[src/hw/tmrcc_pkg.sv]
// Package for the timer channel with input capture: register map, fields, codes.
// Assumes a 32-bit APB slave with one aligned word per register.
package tmrcc_pkg;
    ////////////////////////////////////////////////////////////////////////////
    // Register byte offsets
    localparam logic [7:0] OFF_CTRL = 8'h00;
    localparam logic [7:0] OFF_COUNT = 8'h04;
    localparam logic [7:0] OFF_RELOAD = 8'h08;
    localparam logic [7:0] OFF_CAPTURE = 8'h0C;
    localparam logic [7:0] OFF_START = 8'h10;
    localparam logic [7:0] OFF_IRQ_STAT = 8'h14;
    localparam logic [7:0] OFF_IRQ_MASK = 8'h18;
    ////////////////////////////////////////////////////////////////////////////
    // Control register fields
    localparam int CTRL_CAP_FLAG = 9;
    localparam int CTRL_UNF_FLAG = 8;
    localparam int CTRL_CAP_HI = 7;
    localparam int CTRL_CAP_LO = 6;
    localparam int CTRL_UNF_IE = 5;
    localparam int CTRL_EDGE_HI = 4;
    localparam int CTRL_EDGE_LO = 3;
    localparam int CTRL_CLK_HI = 2;
    localparam int CTRL_CLK_LO = 0;
    ////////////////////////////////////////////////////////////////////////////
    // Interrupt status bits
    localparam int IRQ_UNF = 0;
    localparam int IRQ_CAP = 1;
    localparam int IRQ_BITS = 2;
    ////////////////////////////////////////////////////////////////////////////
    // Reset values
    localparam logic [31:0] COUNT_RST = 32'hFFFFFFFF;
    localparam logic [31:0] RELOAD_RST = 32'hFFFFFFFF;
    localparam logic [31:0] CAPTURE_RST = 32'h00000000;
    ////////////////////////////////////////////////////////////////////////////
    // Codes
    localparam logic [1:0] CAP_OFF = 2'h0;
    localparam logic [1:0] CAP_IRQ = 2'h3;
    localparam logic [1:0] EDGE_RISE = 2'h0;
    localparam logic [1:0] EDGE_FALL = 2'h1;
    localparam logic [2:0] CLK_DIV4 = 3'h0;
    localparam logic [2:0] CLK_DIV16 = 3'h1;
    localparam logic [2:0] CLK_DIV64 = 3'h2;
    localparam logic [2:0] CLK_DIV256 = 3'h3;
    localparam logic [2:0] CLK_RTC = 3'h4;
    localparam logic [2:0] CLK_PIN = 3'h5;
    localparam int PRESC_WIDTH = 8;
endpackage

[src/hw/tmrcc_edge_detect.sv]
// Two-flop synchroniser and selectable edge detector for an asynchronous pin.
// Assumes an active-low reset, asserted asynchronously and released synchronously by the top module.
`timescale 1ns/100ps
module tmrcc_edge_detect (
    // Clock and reset
    input wire logic clk_in,
    input wire logic rst_n_in,
    // Pin and edge choice
    input wire logic pin_in,
    input wire logic [1:0] edge_sel_in,
    // One-cycle edge pulse
    output logic edge_out
);
    logic meta_q;
    logic sync_q;
    logic prev_q;
    wire rise = sync_q & ~prev_q;
    wire fall = ~sync_q & prev_q;

    always_ff @(posedge clk_in or negedge rst_n_in) begin
        if (!rst_n_in) begin
            meta_q <= 1'b0;
            sync_q <= 1'b0;
            prev_q <= 1'b0;
        end else begin
            meta_q <= pin_in;
            sync_q <= meta_q;
            prev_q <= sync_q;
        end
    end

    // Upper bit picks both edges, else low bit picks falling
    assign edge_out = edge_sel_in[1] ? (rise | fall) :
                      (edge_sel_in[0] ? fall : rise);
endmodule

[src/hw/tmrcc_prescaler.sv]
// Free-running prescaler and count-clock selector for the down counter.
// Assumes rtc and pin ticks are already synchronous one-cycle pulses.
`timescale 1ns/100ps
module tmrcc_prescaler #(
    parameter int WIDTH = tmrcc_pkg::PRESC_WIDTH
) (
    // Clock and reset
    input wire logic clk_in,
    input wire logic rst_n_in,
    // Source choice and alternate ticks
    input wire logic [2:0] clock_sel_in,
    input wire logic rtc_tick_in,
    input wire logic pin_tick_in,
    // Selected count tick
    output logic tick_out
);
    logic [WIDTH-1:0] div_q;
    logic [3:0] tap;

    always_ff @(posedge clk_in or negedge rst_n_in) begin
        if (!rst_n_in) begin
            div_q <= '0;
        end else begin
            div_q <= div_q + 1'b1;
        end
    end

    // Taps divide by 4, 16, 64 and 256
    genvar i;
    generate
        for (i = 0; i < 4; i++) begin : g_tap
            assign tap[i] = &div_q[2*i+1:0];
        end
    endgenerate

    // Source decode; codes 11x give no tick
    assign tick_out = (clock_sel_in == tmrcc_pkg::CLK_DIV4) ? tap[0] :
                      (clock_sel_in == tmrcc_pkg::CLK_DIV16) ? tap[1] :
                      (clock_sel_in == tmrcc_pkg::CLK_DIV64) ? tap[2] :
                      (clock_sel_in == tmrcc_pkg::CLK_DIV256) ? tap[3] :
                      (clock_sel_in == tmrcc_pkg::CLK_RTC) ? rtc_tick_in :
                      (clock_sel_in == tmrcc_pkg::CLK_PIN) ? pin_tick_in : 1'b0;
endmodule

[src/hw/tmrcc_top.sv]
// Timer channel with input capture: APB registers, down counter, flags, interrupts.
// Assumes mclk_in at 50 MHz; timer and rtc pins are asynchronous.
`timescale 1ns/100ps
module tmrcc_top (
    // Clock and reset
    input wire logic mclk_in,
    input wire logic rst_n_in,
    // APB slave
    input wire logic psel_in,
    input wire logic penable_in,
    input wire logic pwrite_in,
    input wire logic [7:0] paddr_in,
    input wire logic [31:0] pwdata_in,
    output logic [31:0] prdata_out,
    output logic pready_out,
    output logic pslverr_out,
    // External pins
    input wire logic timer_pin_in,
    input wire logic rtc_clock_out_in,
    // Interrupts
    output logic underflow_interrupt_out,
    output logic capture_interrupt_out,
    output logic irq_out
);
    ////////////////////////////////////////////////////////////////////////////
    // Reset release
    logic rst_meta_q;
    logic rst_sync_q;
    wire rst_n = rst_sync_q;

    always_ff @(posedge mclk_in or negedge rst_n_in) begin
        if (!rst_n_in) begin
            rst_meta_q <= 1'b0;
            rst_sync_q <= 1'b0;
        end else begin
            rst_meta_q <= 1'b1;
            rst_sync_q <= rst_meta_q;
        end
    end

    ////////////////////////////////////////////////////////////////////////////
    // State
    logic [1:0] cap_ctrl_q;
    logic unf_ie_q;
    logic [1:0] edge_sel_q;
    logic [2:0] clock_sel_q;
    logic capture_flag_q;
    logic underflow_flag_q;
    logic start_q;
    logic [31:0] count_q;
    logic [31:0] reload_q;
    logic [31:0] capture_q;
    logic [tmrcc_pkg::IRQ_BITS-1:0] irq_stat_q;
    logic [tmrcc_pkg::IRQ_BITS-1:0] irq_mask_q;
    logic pready_q;
    logic pslverr_q;
    logic [31:0] prdata_q;
    logic unf_irq_q;
    logic cap_irq_q;
    logic irq_q;

    ////////////////////////////////////////////////////////////////////////////
    // Edge detection and count clock
    logic pin_edge;
    logic rtc_edge;
    logic tick;

    // One edge choice serves counting and capture
    tmrcc_edge_detect u_pin_edge (
        .clk_in(mclk_in),
        .rst_n_in(rst_n),
        .pin_in(timer_pin_in),
        .edge_sel_in(edge_sel_q),
        .edge_out(pin_edge)
    );

    tmrcc_edge_detect u_rtc_edge (
        .clk_in(mclk_in),
        .rst_n_in(rst_n),
        .pin_in(rtc_clock_out_in),
        .edge_sel_in(tmrcc_pkg::EDGE_RISE),
        .edge_out(rtc_edge)
    );

    tmrcc_prescaler u_presc (
        .clk_in(mclk_in),
        .rst_n_in(rst_n),
        .clock_sel_in(clock_sel_q),
        .rtc_tick_in(rtc_edge),
        .pin_tick_in(pin_edge),
        .tick_out(tick)
    );

    ////////////////////////////////////////////////////////////////////////////
    // APB decode
    wire access = psel_in & penable_in;
    wire commit = access & pready_q;
    wire wr = commit & pwrite_in;
    wire hit_ctrl = (paddr_in == tmrcc_pkg::OFF_CTRL);
    wire hit_count = (paddr_in == tmrcc_pkg::OFF_COUNT);
    wire hit_reload = (paddr_in == tmrcc_pkg::OFF_RELOAD);
    wire hit_capture = (paddr_in == tmrcc_pkg::OFF_CAPTURE);
    wire hit_start = (paddr_in == tmrcc_pkg::OFF_START);
    wire hit_stat = (paddr_in == tmrcc_pkg::OFF_IRQ_STAT);
    wire hit_mask = (paddr_in == tmrcc_pkg::OFF_IRQ_MASK);
    wire mapped = hit_ctrl | hit_count | hit_reload | hit_capture | hit_start |
                  hit_stat | hit_mask;
    wire wr_ctrl = wr & hit_ctrl;
    wire wr_count = wr & hit_count;
    wire wr_stat = wr & hit_stat;

    // Bits 15 to 10 are held at zero on readback
    wire [31:0] ctrl_rd = {22'h000000, capture_flag_q, underflow_flag_q, cap_ctrl_q,
                           unf_ie_q, edge_sel_q, clock_sel_q};
    wire [31:0] rdata = hit_ctrl ? ctrl_rd :
                        hit_count ? count_q :
                        hit_reload ? reload_q :
                        hit_capture ? capture_q :
                        hit_start ? {31'h00000000, start_q} :
                        hit_stat ? {30'h00000000, irq_stat_q} :
                        hit_mask ? {30'h00000000, irq_mask_q} : 32'h00000000;

    ////////////////////////////////////////////////////////////////////////////
    // Events
    wire cap_en = cap_ctrl_q[1];
    wire cap_hit = cap_en & pin_edge;
    wire step = start_q & tick;
    wire unf_hit = step & (count_q == 32'h00000000);
    wire [tmrcc_pkg::IRQ_BITS-1:0] events = {cap_hit, unf_hit};

    // Set wins over a same-cycle zero-write
    wire capture_flag_d = cap_hit | (capture_flag_q &
                          ~(wr_ctrl & ~pwdata_in[tmrcc_pkg::CTRL_CAP_FLAG]));
    wire underflow_flag_d = unf_hit | (underflow_flag_q &
                            ~(wr_ctrl & ~pwdata_in[tmrcc_pkg::CTRL_UNF_FLAG]));
    wire [tmrcc_pkg::IRQ_BITS-1:0] irq_stat_d = events |
                                   (irq_stat_q & ~({2{wr_stat}} & pwdata_in[1:0]));

    // Reload on underflow, else count down
    wire [31:0] count_d = wr_count ? pwdata_in :
                          unf_hit ? reload_q :
                          step ? count_q - 32'h00000001 : count_q;

    ////////////////////////////////////////////////////////////////////////////
    // APB handshake: one wait state, commit when pready is high
    always_ff @(posedge mclk_in or negedge rst_n) begin
        if (!rst_n) begin
            pready_q <= 1'b0;
            pslverr_q <= 1'b0;
            prdata_q <= 32'h00000000;
        end else begin
            pready_q <= access & ~pready_q;
            pslverr_q <= access & ~pready_q & ~mapped;
            prdata_q <= (access & ~pready_q & ~pwrite_in) ? rdata : 32'h00000000;
        end
    end

    ////////////////////////////////////////////////////////////////////////////
    // Control register
    always_ff @(posedge mclk_in or negedge rst_n) begin
        if (!rst_n) begin
            cap_ctrl_q <= tmrcc_pkg::CAP_OFF;
            unf_ie_q <= 1'b0;
            edge_sel_q <= tmrcc_pkg::EDGE_RISE;
            clock_sel_q <= tmrcc_pkg::CLK_DIV4;
            capture_flag_q <= 1'b0;
            underflow_flag_q <= 1'b0;
        end else begin
            capture_flag_q <= capture_flag_d;
            underflow_flag_q <= underflow_flag_d;
            if (wr_ctrl) begin
                cap_ctrl_q <= pwdata_in[tmrcc_pkg::CTRL_CAP_HI:tmrcc_pkg::CTRL_CAP_LO];
                unf_ie_q <= pwdata_in[tmrcc_pkg::CTRL_UNF_IE];
                edge_sel_q <= pwdata_in[tmrcc_pkg::CTRL_EDGE_HI:tmrcc_pkg::CTRL_EDGE_LO];
                clock_sel_q <= pwdata_in[tmrcc_pkg::CTRL_CLK_HI:tmrcc_pkg::CTRL_CLK_LO];
            end
        end
    end

    ////////////////////////////////////////////////////////////////////////////
    // Counter, reload, capture, start
    always_ff @(posedge mclk_in or negedge rst_n) begin
        if (!rst_n) begin
            count_q <= tmrcc_pkg::COUNT_RST;
            reload_q <= tmrcc_pkg::RELOAD_RST;
            capture_q <= tmrcc_pkg::CAPTURE_RST;
            start_q <= 1'b0;
        end else begin
            count_q <= count_d;
            if (wr & hit_reload) begin
                reload_q <= pwdata_in;
            end
            if (wr & hit_start) begin
                start_q <= pwdata_in[0];
            end
            if (cap_hit) begin
                capture_q <= count_q;
            end
        end
    end

    ////////////////////////////////////////////////////////////////////////////
    // Interrupts
    always_ff @(posedge mclk_in or negedge rst_n) begin
        if (!rst_n) begin
            irq_stat_q <= '0;
            irq_mask_q <= '0;
            unf_irq_q <= 1'b0;
            cap_irq_q <= 1'b0;
            irq_q <= 1'b0;
        end else begin
            irq_stat_q <= irq_stat_d;
            if (wr & hit_mask) begin
                irq_mask_q <= pwdata_in[1:0];
            end
            unf_irq_q <= unf_ie_q & underflow_flag_q;
            cap_irq_q <= (cap_ctrl_q == tmrcc_pkg::CAP_IRQ) & capture_flag_q;
            irq_q <= |(irq_stat_q & irq_mask_q);
        end
    end

    assign prdata_out = prdata_q;
    assign pready_out = pready_q;
    assign pslverr_out = pslverr_q;
    assign underflow_interrupt_out = unf_irq_q;
    assign capture_interrupt_out = cap_irq_q;
    assign irq_out = irq_q;
endmodule

[config.mk]
export PLATFORM = sky130hd
export DESIGN_NAME = tmrcc_top
export DESIGN_NICKNAME = d
export VERILOG_FILES = /design/src/hw/tmrcc_pkg.sv /design/src/hw/tmrcc_edge_detect.sv /design/src/hw/tmrcc_prescaler.sv /design/src/hw/tmrcc_top.sv
export SDC_FILE = /design/constraint.sdc
export NUM_CORES = 1
export LEC_CHECK = 0
export BUFFER_PORTS_ARGS = -buffer_cell sky130_fd_sc_hd__buf_2
export CAP_MARGIN = 20
export CORE_MARGIN = 2
export CORE_UTILIZATION = 59
export CTS_CLUSTER_SIZE = 12
export DETAILED_ROUTE_END_ITERATION = 10
export PLACE_DENSITY = 0.87
export SETUP_SLACK_MARGIN = 0.5
export SLEW_MARGIN = 20
export SYNTH_ARGS = -nofsm -noshare
export SYNTH_HDL_FRONTEND = slang
export SYNTH_SLANG_ARGS = --single-unit
[constraint.sdc]
create_clock -name mclk_in -period 6 [get_ports mclk_in]
set_input_delay 1.2 -clock mclk_in [delete_from_list [all_inputs] [get_ports mclk_in]]
set_output_delay 1.2 -clock mclk_in [all_outputs]
set_load 0.05 [all_outputs]
## After elaboration in Yosys (flattened, before gate mapping)

Cells that the tools add are included.

- Reductions and logical operators: 9
- Bitwise operators: 48
- $add $sub $neg: 2
- Multiplexer cells: 19
- Eq/ne operators: 12

Operator list:

| cell | number |
|---|---|
| 32-bit 2-to-1 mux | 8 |
| 32-bit zero test | 1 |
| 32-bit by 1-bit subtractor with 32-bit output, second input constant | 1 |
| 1-bit AND | 24 |
| 8-bit by 5-bit equality test with 1-bit output, second input constant | 3 |
| 8-bit by 4-bit equality test with 1-bit output, second input constant | 2 |
| 1-bit NOT | 10 |
| 1-bit bitwise OR | 9 |
| 8-bit by 1-bit adder with 8-bit output, second input constant | 1 |
| 8-bit by 3-bit equality test with 1-bit output, second input constant | 1 |
| 8-bit zero test | 1 |
| 1-bit 2-to-1 mux | 8 |
| 8-bit AND reduction | 1 |
| 2-bit AND | 3 |
| 3-bit by 2-bit equality test with 1-bit output, second input constant | 2 |
| 3-bit equality test, second input constant | 2 |
| 2-bit 2-to-1 mux | 3 |
| 6-bit AND reduction | 1 |
| 4-bit AND reduction | 1 |
| 3-bit by 1-bit equality test with 1-bit output, second input constant | 1 |
| 3-bit zero test | 1 |
| 3-bit nonzero test | 1 |
| 2-bit equality test, second input constant | 1 |
| 2-bit NOT | 1 |
| 3 further kinds | 3 |

- Bits in registers: 164

## Depth between registers and ports, before layout

- Depth after elaboration: 14
- Mapped depth: 9
- Mapped depth without buffers: 7

## Modules after synthesis

From an unflattened synthesis, not the netlist that was laid out.

- Cell total of the unflattened synthesis: 710
- Area total of the unflattened synthesis: 7756.2 um^2

By module, submodules not included:

| module | area an instance (um^2) | cells an instance | instances | sequential area each (um^2) |
|---|---|---|---|---|
| tmrcc_top | 7123.1 | 660 | 1 | 3833.7 |
| tmrcc_prescaler | 377.9 | 32 | 1 | 200.2 |
| tmrcc_edge_detect | 127.6 | 9 | 2 | 75.1 |

## Least setup slack after synthesis

OpenSTA, ideal clock, no wires.

- Kind: input to register
- Start: input paddr_in[5]
- End: register irq_mask_q[1] (netlist name)
- Setup slack: 2798 ps
- Arrival time: 3077 ps
- Library setup time: 125 ps
- Stages on the path: 5
- Buffers on the path: 1
- Cells stage by stage: or4_1 -> clkbuf_1 -> or4b_1 -> nor3b_1 -> mux2_2

- Longest elaborated chain between the ends: 2

RTL lines:

| what | RTL line | text |
|---|---|---|
| start: declaration | tmrcc_top.sv:12 | `input wire logic [7:0] paddr_in,` |
| 8-bit by 5-bit equality test with 1-bit output | tmrcc_top.sv:105 | `wire hit_mask = (paddr_in == tmrcc_pkg::OFF_IRQ_MASK);` |
| 1-bit AND | tmrcc_top.sv:213 | `if (wr & hit_mask) begin` |
| end signal: assignment | tmrcc_top.sv:214 | `irq_mask_q <= pwdata_in[1:0];` |
| end: declaration | tmrcc_top.sv:54 | `logic [tmrcc_pkg::IRQ_BITS-1:0] irq_mask_q;` |

No other way between the ends.
A chain may end at the register's enable or synchronous reset.

## Worst setup path after layout

- Start: input paddr_in[2]
- End: register count_q[18]

- Longest elaborated chain between the ends: 3
- Elaborated cells on any way between the ends: 4
- Classes of those cells: eq/ne: 1; mux: 1; bitwise: 1; reduce/logical: 1

RTL lines:

| what | RTL line | text |
|---|---|---|
| 8-bit by 3-bit equality test with 1-bit output (*) | tmrcc_top.sv:100 | `wire hit_count = (paddr_in == tmrcc_pkg::OFF_COUNT);` |
| 1-bit AND (*) | tmrcc_top.sv:109 | `wire wr_count = wr & hit_count;` |
| 3-bit nonzero test (no line) / 32-bit 2-to-1 mux (equally long branches) | - |  |
| end signal: assignment | tmrcc_top.sv:184 | `count_q <= tmrcc_pkg::COUNT_RST;` |
| end signal: assignment | tmrcc_top.sv:189 | `count_q <= count_d;` |
| end: declaration | tmrcc_top.sv:50 | `logic [31:0] count_q;` |

Every way passes the cells marked *; elsewhere a longest branch is shown, timed or not.

==> results.txt <==
----------------------------------------------------
[Finish]
  Area of the multi-input gates ... between 0.003 and 0.004 sq mm
  Number of inserted diodes ... 0
  Area growth, synth to finish ... 13.5%
  Cell area after layout ... roughly 0.0093 sq mm
  Non-filler cells in the finished layout ... 1002
  Fraction of layout instances using a drive strength above 1 ... a little under two fifths
  Area occupied by registers ... around 0.0042 sq mm
  Net count, final ... about 860
  Filler Cell Count ... 975

[Global route]
  Overflow after GRT ... 0
  Busiest metal layer after global routing ... met2
  Pin count of the biggest net entering global routing ... 77
  Met3 global-route usage ... around 6.5%
  Met2 track demand over resource in global routing ... between 40% and 50%
  Global Route Usage Sum ... 28.6%
  Number of antenna violations at the first check in global routing ... 0
  First-pass GRT wire length ... approximately 33000 um
  Number of global-route vias before repair ... roughly 6600
  Met1 GRT Util ... 37.6%

[Synthesis]
  Synth warn ... 0
  Post-synthesis cell type with the largest combined area ... sky130_fd_sc_hd__dfrtp_1
  Summed instance area of the synthesized netlist ... 0.00820 sq mm
  Portion of synthesized cell area occupied by the leading cell type ... 30.5%
  Number of synthesized flops with an enable pin ... 0
  Share of async-settable or async-resettable flops after synthesis ... between 90% and 100%
  Number of standard cells after synthesis ... roughly 760
  Sequential element share of the synthesized area ... between 50% and 60%
  Number of synthesized register bits ... ~160
  Avg Cell Area, Syn ... about 11 sq um
  Number of distinct library cells after synthesis ... between 70 and 80
  Top area cells in the synthesized netlist ... sky130_fd_sc_hd__dfrtp_1 31%, sky130_fd_sc_hd__dfstp_2 21%, sky130_fd_sc_hd__mux2_2 13%, sky130_fd_sc_hd__a22oi_1 3.7%, sky130_fd_sc_hd__nor2_1 3.4%
  Predominant post-synthesis flop cell ... sky130_fd_sc_hd__dfrtp_1
  Count leader, synth ... sky130_fd_sc_hd__dfrtp_1
  Leading post-synthesis cells by instance count ... 100 x sky130_fd_sc_hd__dfrtp_1, 92 x sky130_fd_sc_hd__mux2_2, 75 x sky130_fd_sc_hd__nor2_1, 64 x sky130_fd_sc_hd__dfstp_2, 55 x sky130_fd_sc_hd__clkbuf_1
  Nets in the synthesized netlist ... around 810

[STA]
  Total negative slack ... 0 ps
  Post-route fraction of the period consumed by the critical path ... a little under 70%
  Slew at the pin with the worst max-slew slack ... between 1000 and 1500 ps
  Worst clock skew ... around 6.9 ps
  Fin Hold WS ... roughly 170 ps
  Number of hold violations in the final report ... 0
  Max_slew headroom ... 28.9%
  Max Fclk ... approximately 250 MHz
  Final critical-path required period ... 4070 ps
  Count of endpoints failing setup in the final report ... 0
  Setup repair after global routing missed its margin ... false
  Final Slew Violations ... 0

[Worst setup path]
  Buffers & Inverters on Critical Path ... 1
  Worst-path maximum fanout ... 38
  Endpoint type of the worst setup path ... flop
  Gate family responsible for the most delay along the worst path ... simple AND/OR/NAND/NOR gates
  Worst EP arrival ... about 4400 ps
  Cell with the largest stage delay on the worst path ... sky130_fd_sc_hd__buf_2
  Class of the most critical setup path ... input port to flop
  Required time of the critical path ... ~6300 ps
  Cells along the critical path ... buf_2, or3b_2, nor3_2, nand2_1, nand2_1, o211ai_1
  CP most frequent cell ... sky130_fd_sc_hd__nand2_1
  Crit start category ... input port
  Crit path largest cell delay ... about 650 ps

[Placed design]
  Cell Count Post-Placement ... 970
  Cell area after placement ... 0.00869 sq mm
  # port buffers ... 83
  Final weighted congestion in routability-driven placement ... approximately 0.86
  Placed wire-length estimate ... 12300 um

[Power and ir drop]
  Max IR drop VDD ... 237 uV
  Leakage power summed over all cells ... ~4.1 nW
  Power per cell area ... ~250 mW/mm^2

[Routing]
  Iteration-0 DRC count of the detailed router ... about 750
  Via density ... ~6.6
  Post-detailed-route wirelength per cell ... around 20 um
  Final ANT Viol Nets ... 0
  Wire length after detailed routing ... about 20000 um
  Total via count after detailed routing ... about 6600
  Detailed-router iteration count before antenna repair ... 9
  DRC viols ... 0

[Clock network]
  # hold bufs at CTS ... 0
  Number of buffers on the longest clock path ... 2
  Number of buffers added by the clock tree synthesis step ... 17
  CTS tree ... built
  Clock tree sinks ... roughly 160
  Setup Buffers After CTS ... 0
  CTS-repair resized insts ... 0
  Number of H-tree levels ... 4
  Clock latency of the later-clocked register in the worst-skew pair ... between 400 and 500 ps
  CTS clk-pin slew, worst paths ... ~60 ps
  Root Buffer Master ... sky130_fd_sc_hd__clkbuf_16

[Run]
  Max-cap check violation count ... 0

[Die]
  Die Footprint ... 0.0149 sq mm
  Count of boundary I/O pins ... between 80 and 90
  Vertical extent of the die ... between 100 and 150 um
  Core Region ... roughly 0.014 sq mm
  Row cnt ... between 40 and 50
  Die W ... ~120 um
  Initial cell density of the core ... between 50% and 60%

[Outcome]
  Outcome ... finished, final reports clean

[Hold path]
  Hold crit path type ... flop to async pin

----------------------------------------------------
==> sequential cells by signal (all words and copies together) (netlist names), 3 cells and up <==
signal         flops
u_presc.div_q      8
count_q           32
prdata_out        32
reload_q          32
capture_q         32
clock_sel_q        3
==> area by class of cell <==
type | count | area share [%]
clock buffers | 20 | 4.91
clock inverters | 12 | 1.67
inverters | 10 | 0.403
multi-input cells | 520 | 40.1
flip-flops and latches | 164 | 45.0
well taps | 180 | 2.42
repair buffers | 96 | 5.51
==> worst reg2reg max path: cells and delay by family (launching register included) <==
kind / cells / cell delay (ps)
buffers and inverters: 2 / 530
AOI/OAI and AO/OA: 2 / 510
and+or+nand+nor: 3 / 1420
DFF: 1 / 400
==> cell usage in the layout, fill, tap and decap left out, types with 14 or more instances in the layout <==
| cell type | count |
|---|---|
| sky130_fd_sc_hd__a21oi_1 | 43 |
| sky130_fd_sc_hd__dfstp_2 | 64 |
| sky130_fd_sc_hd__nor4_1 | 22 |
| sky130_fd_sc_hd__buf_2 | 83 |
| sky130_fd_sc_hd__mux2_2 | 92 |
| sky130_fd_sc_hd__o21ai_0 | 16 |
| sky130_fd_sc_hd__nor3_1 | 15 |
| sky130_fd_sc_hd__a22oi_1 | 40 |
| sky130_fd_sc_hd__and2_1 | 15 |
| sky130_fd_sc_hd__o31ai_1 | 14 |
| sky130_fd_sc_hd__nor2_1 | 75 |
| sky130_fd_sc_hd__clkbuf_16 | 17 |
| sky130_fd_sc_hd__dfrtp_1 | 99 |
| sky130_fd_sc_hd__nand2_1 | 32 |
==> worst paths after layout <==
| kind | from | end | slack [ps] | cells after the start |
|---|---|---|---|---|
| max in group asynchronous | rst_n | capture_q[0] | 4610 | 1 |
| worst min-delay path | rst_n | cap_ctrl_q[0] | 170 | 0 |
| worst min register to register | rst_n | cap_ctrl_q[0] | 170 | 0 |
| min in group mclk_in | rst_meta_q | rst_n | 350 | 0 |
| worst max register to register | count_q[9] | count_q[10] | 3060 | 7 |
| worst max-delay path | paddr_in[2] | count_q[18] | 1930 | 6 |
==> per-layer routing <==
metal  routed length (um)  part of all wire, %  vias to the layer above
li1                     -                    -                     2921
met1                 8230                   41                     3299
met2                 9910                   49                      331
met3                 1580                  7.8                       56
met4                  481                  2.4                        0
met5                    0                    0                        -
==> power by group <==
group	leakage [nW]	internal [mW]	switching (mW)
registers	2.01	1.12	0.0130
logic	1.76	0.0301	0.0619
clock network	0.296	0.676	0.449
==> metrics by stage <==
| step | total power [mW] | util (%) | worst slack [ps] |
|---|---|---|---|
| 3_3_place_gp | 1.24 | 63.3 | 1770 |
| 4_1_cts | 2.36 | 67.8 | 2060 |
| 6_report | 2.35 | 67.8 | 1930 |
| 5_1_grt | 2.42 | 67.8 | 1710 |
| 2_1_floorplan | 1.20 | - | 1200 |
| 3_5_place_dp | 1.24 | 63.3 | 1660 |
==> logic make-up (layout without fill, tap and decap cells) <==
family | count (synthesis) | after routing | share of synthesized area, %
multiplexers | 94 | 94 | 12.9
flip-flops | 164 | 164 | 51.0
XOR/XNOR | 17 | 17 | 1.82
other | 1 | 1 | 0.0457
buffers and inverters | 77 | 138 | 3.69
adder cells (fa/ha/maj) | 5 | 5 | 0.763
AO/OA/AOI/OAI | 181 | 181 | 15.7
AND/OR/NAND/NOR | 222 | 222 | 14.1
(Power assumes the default switching activity.)
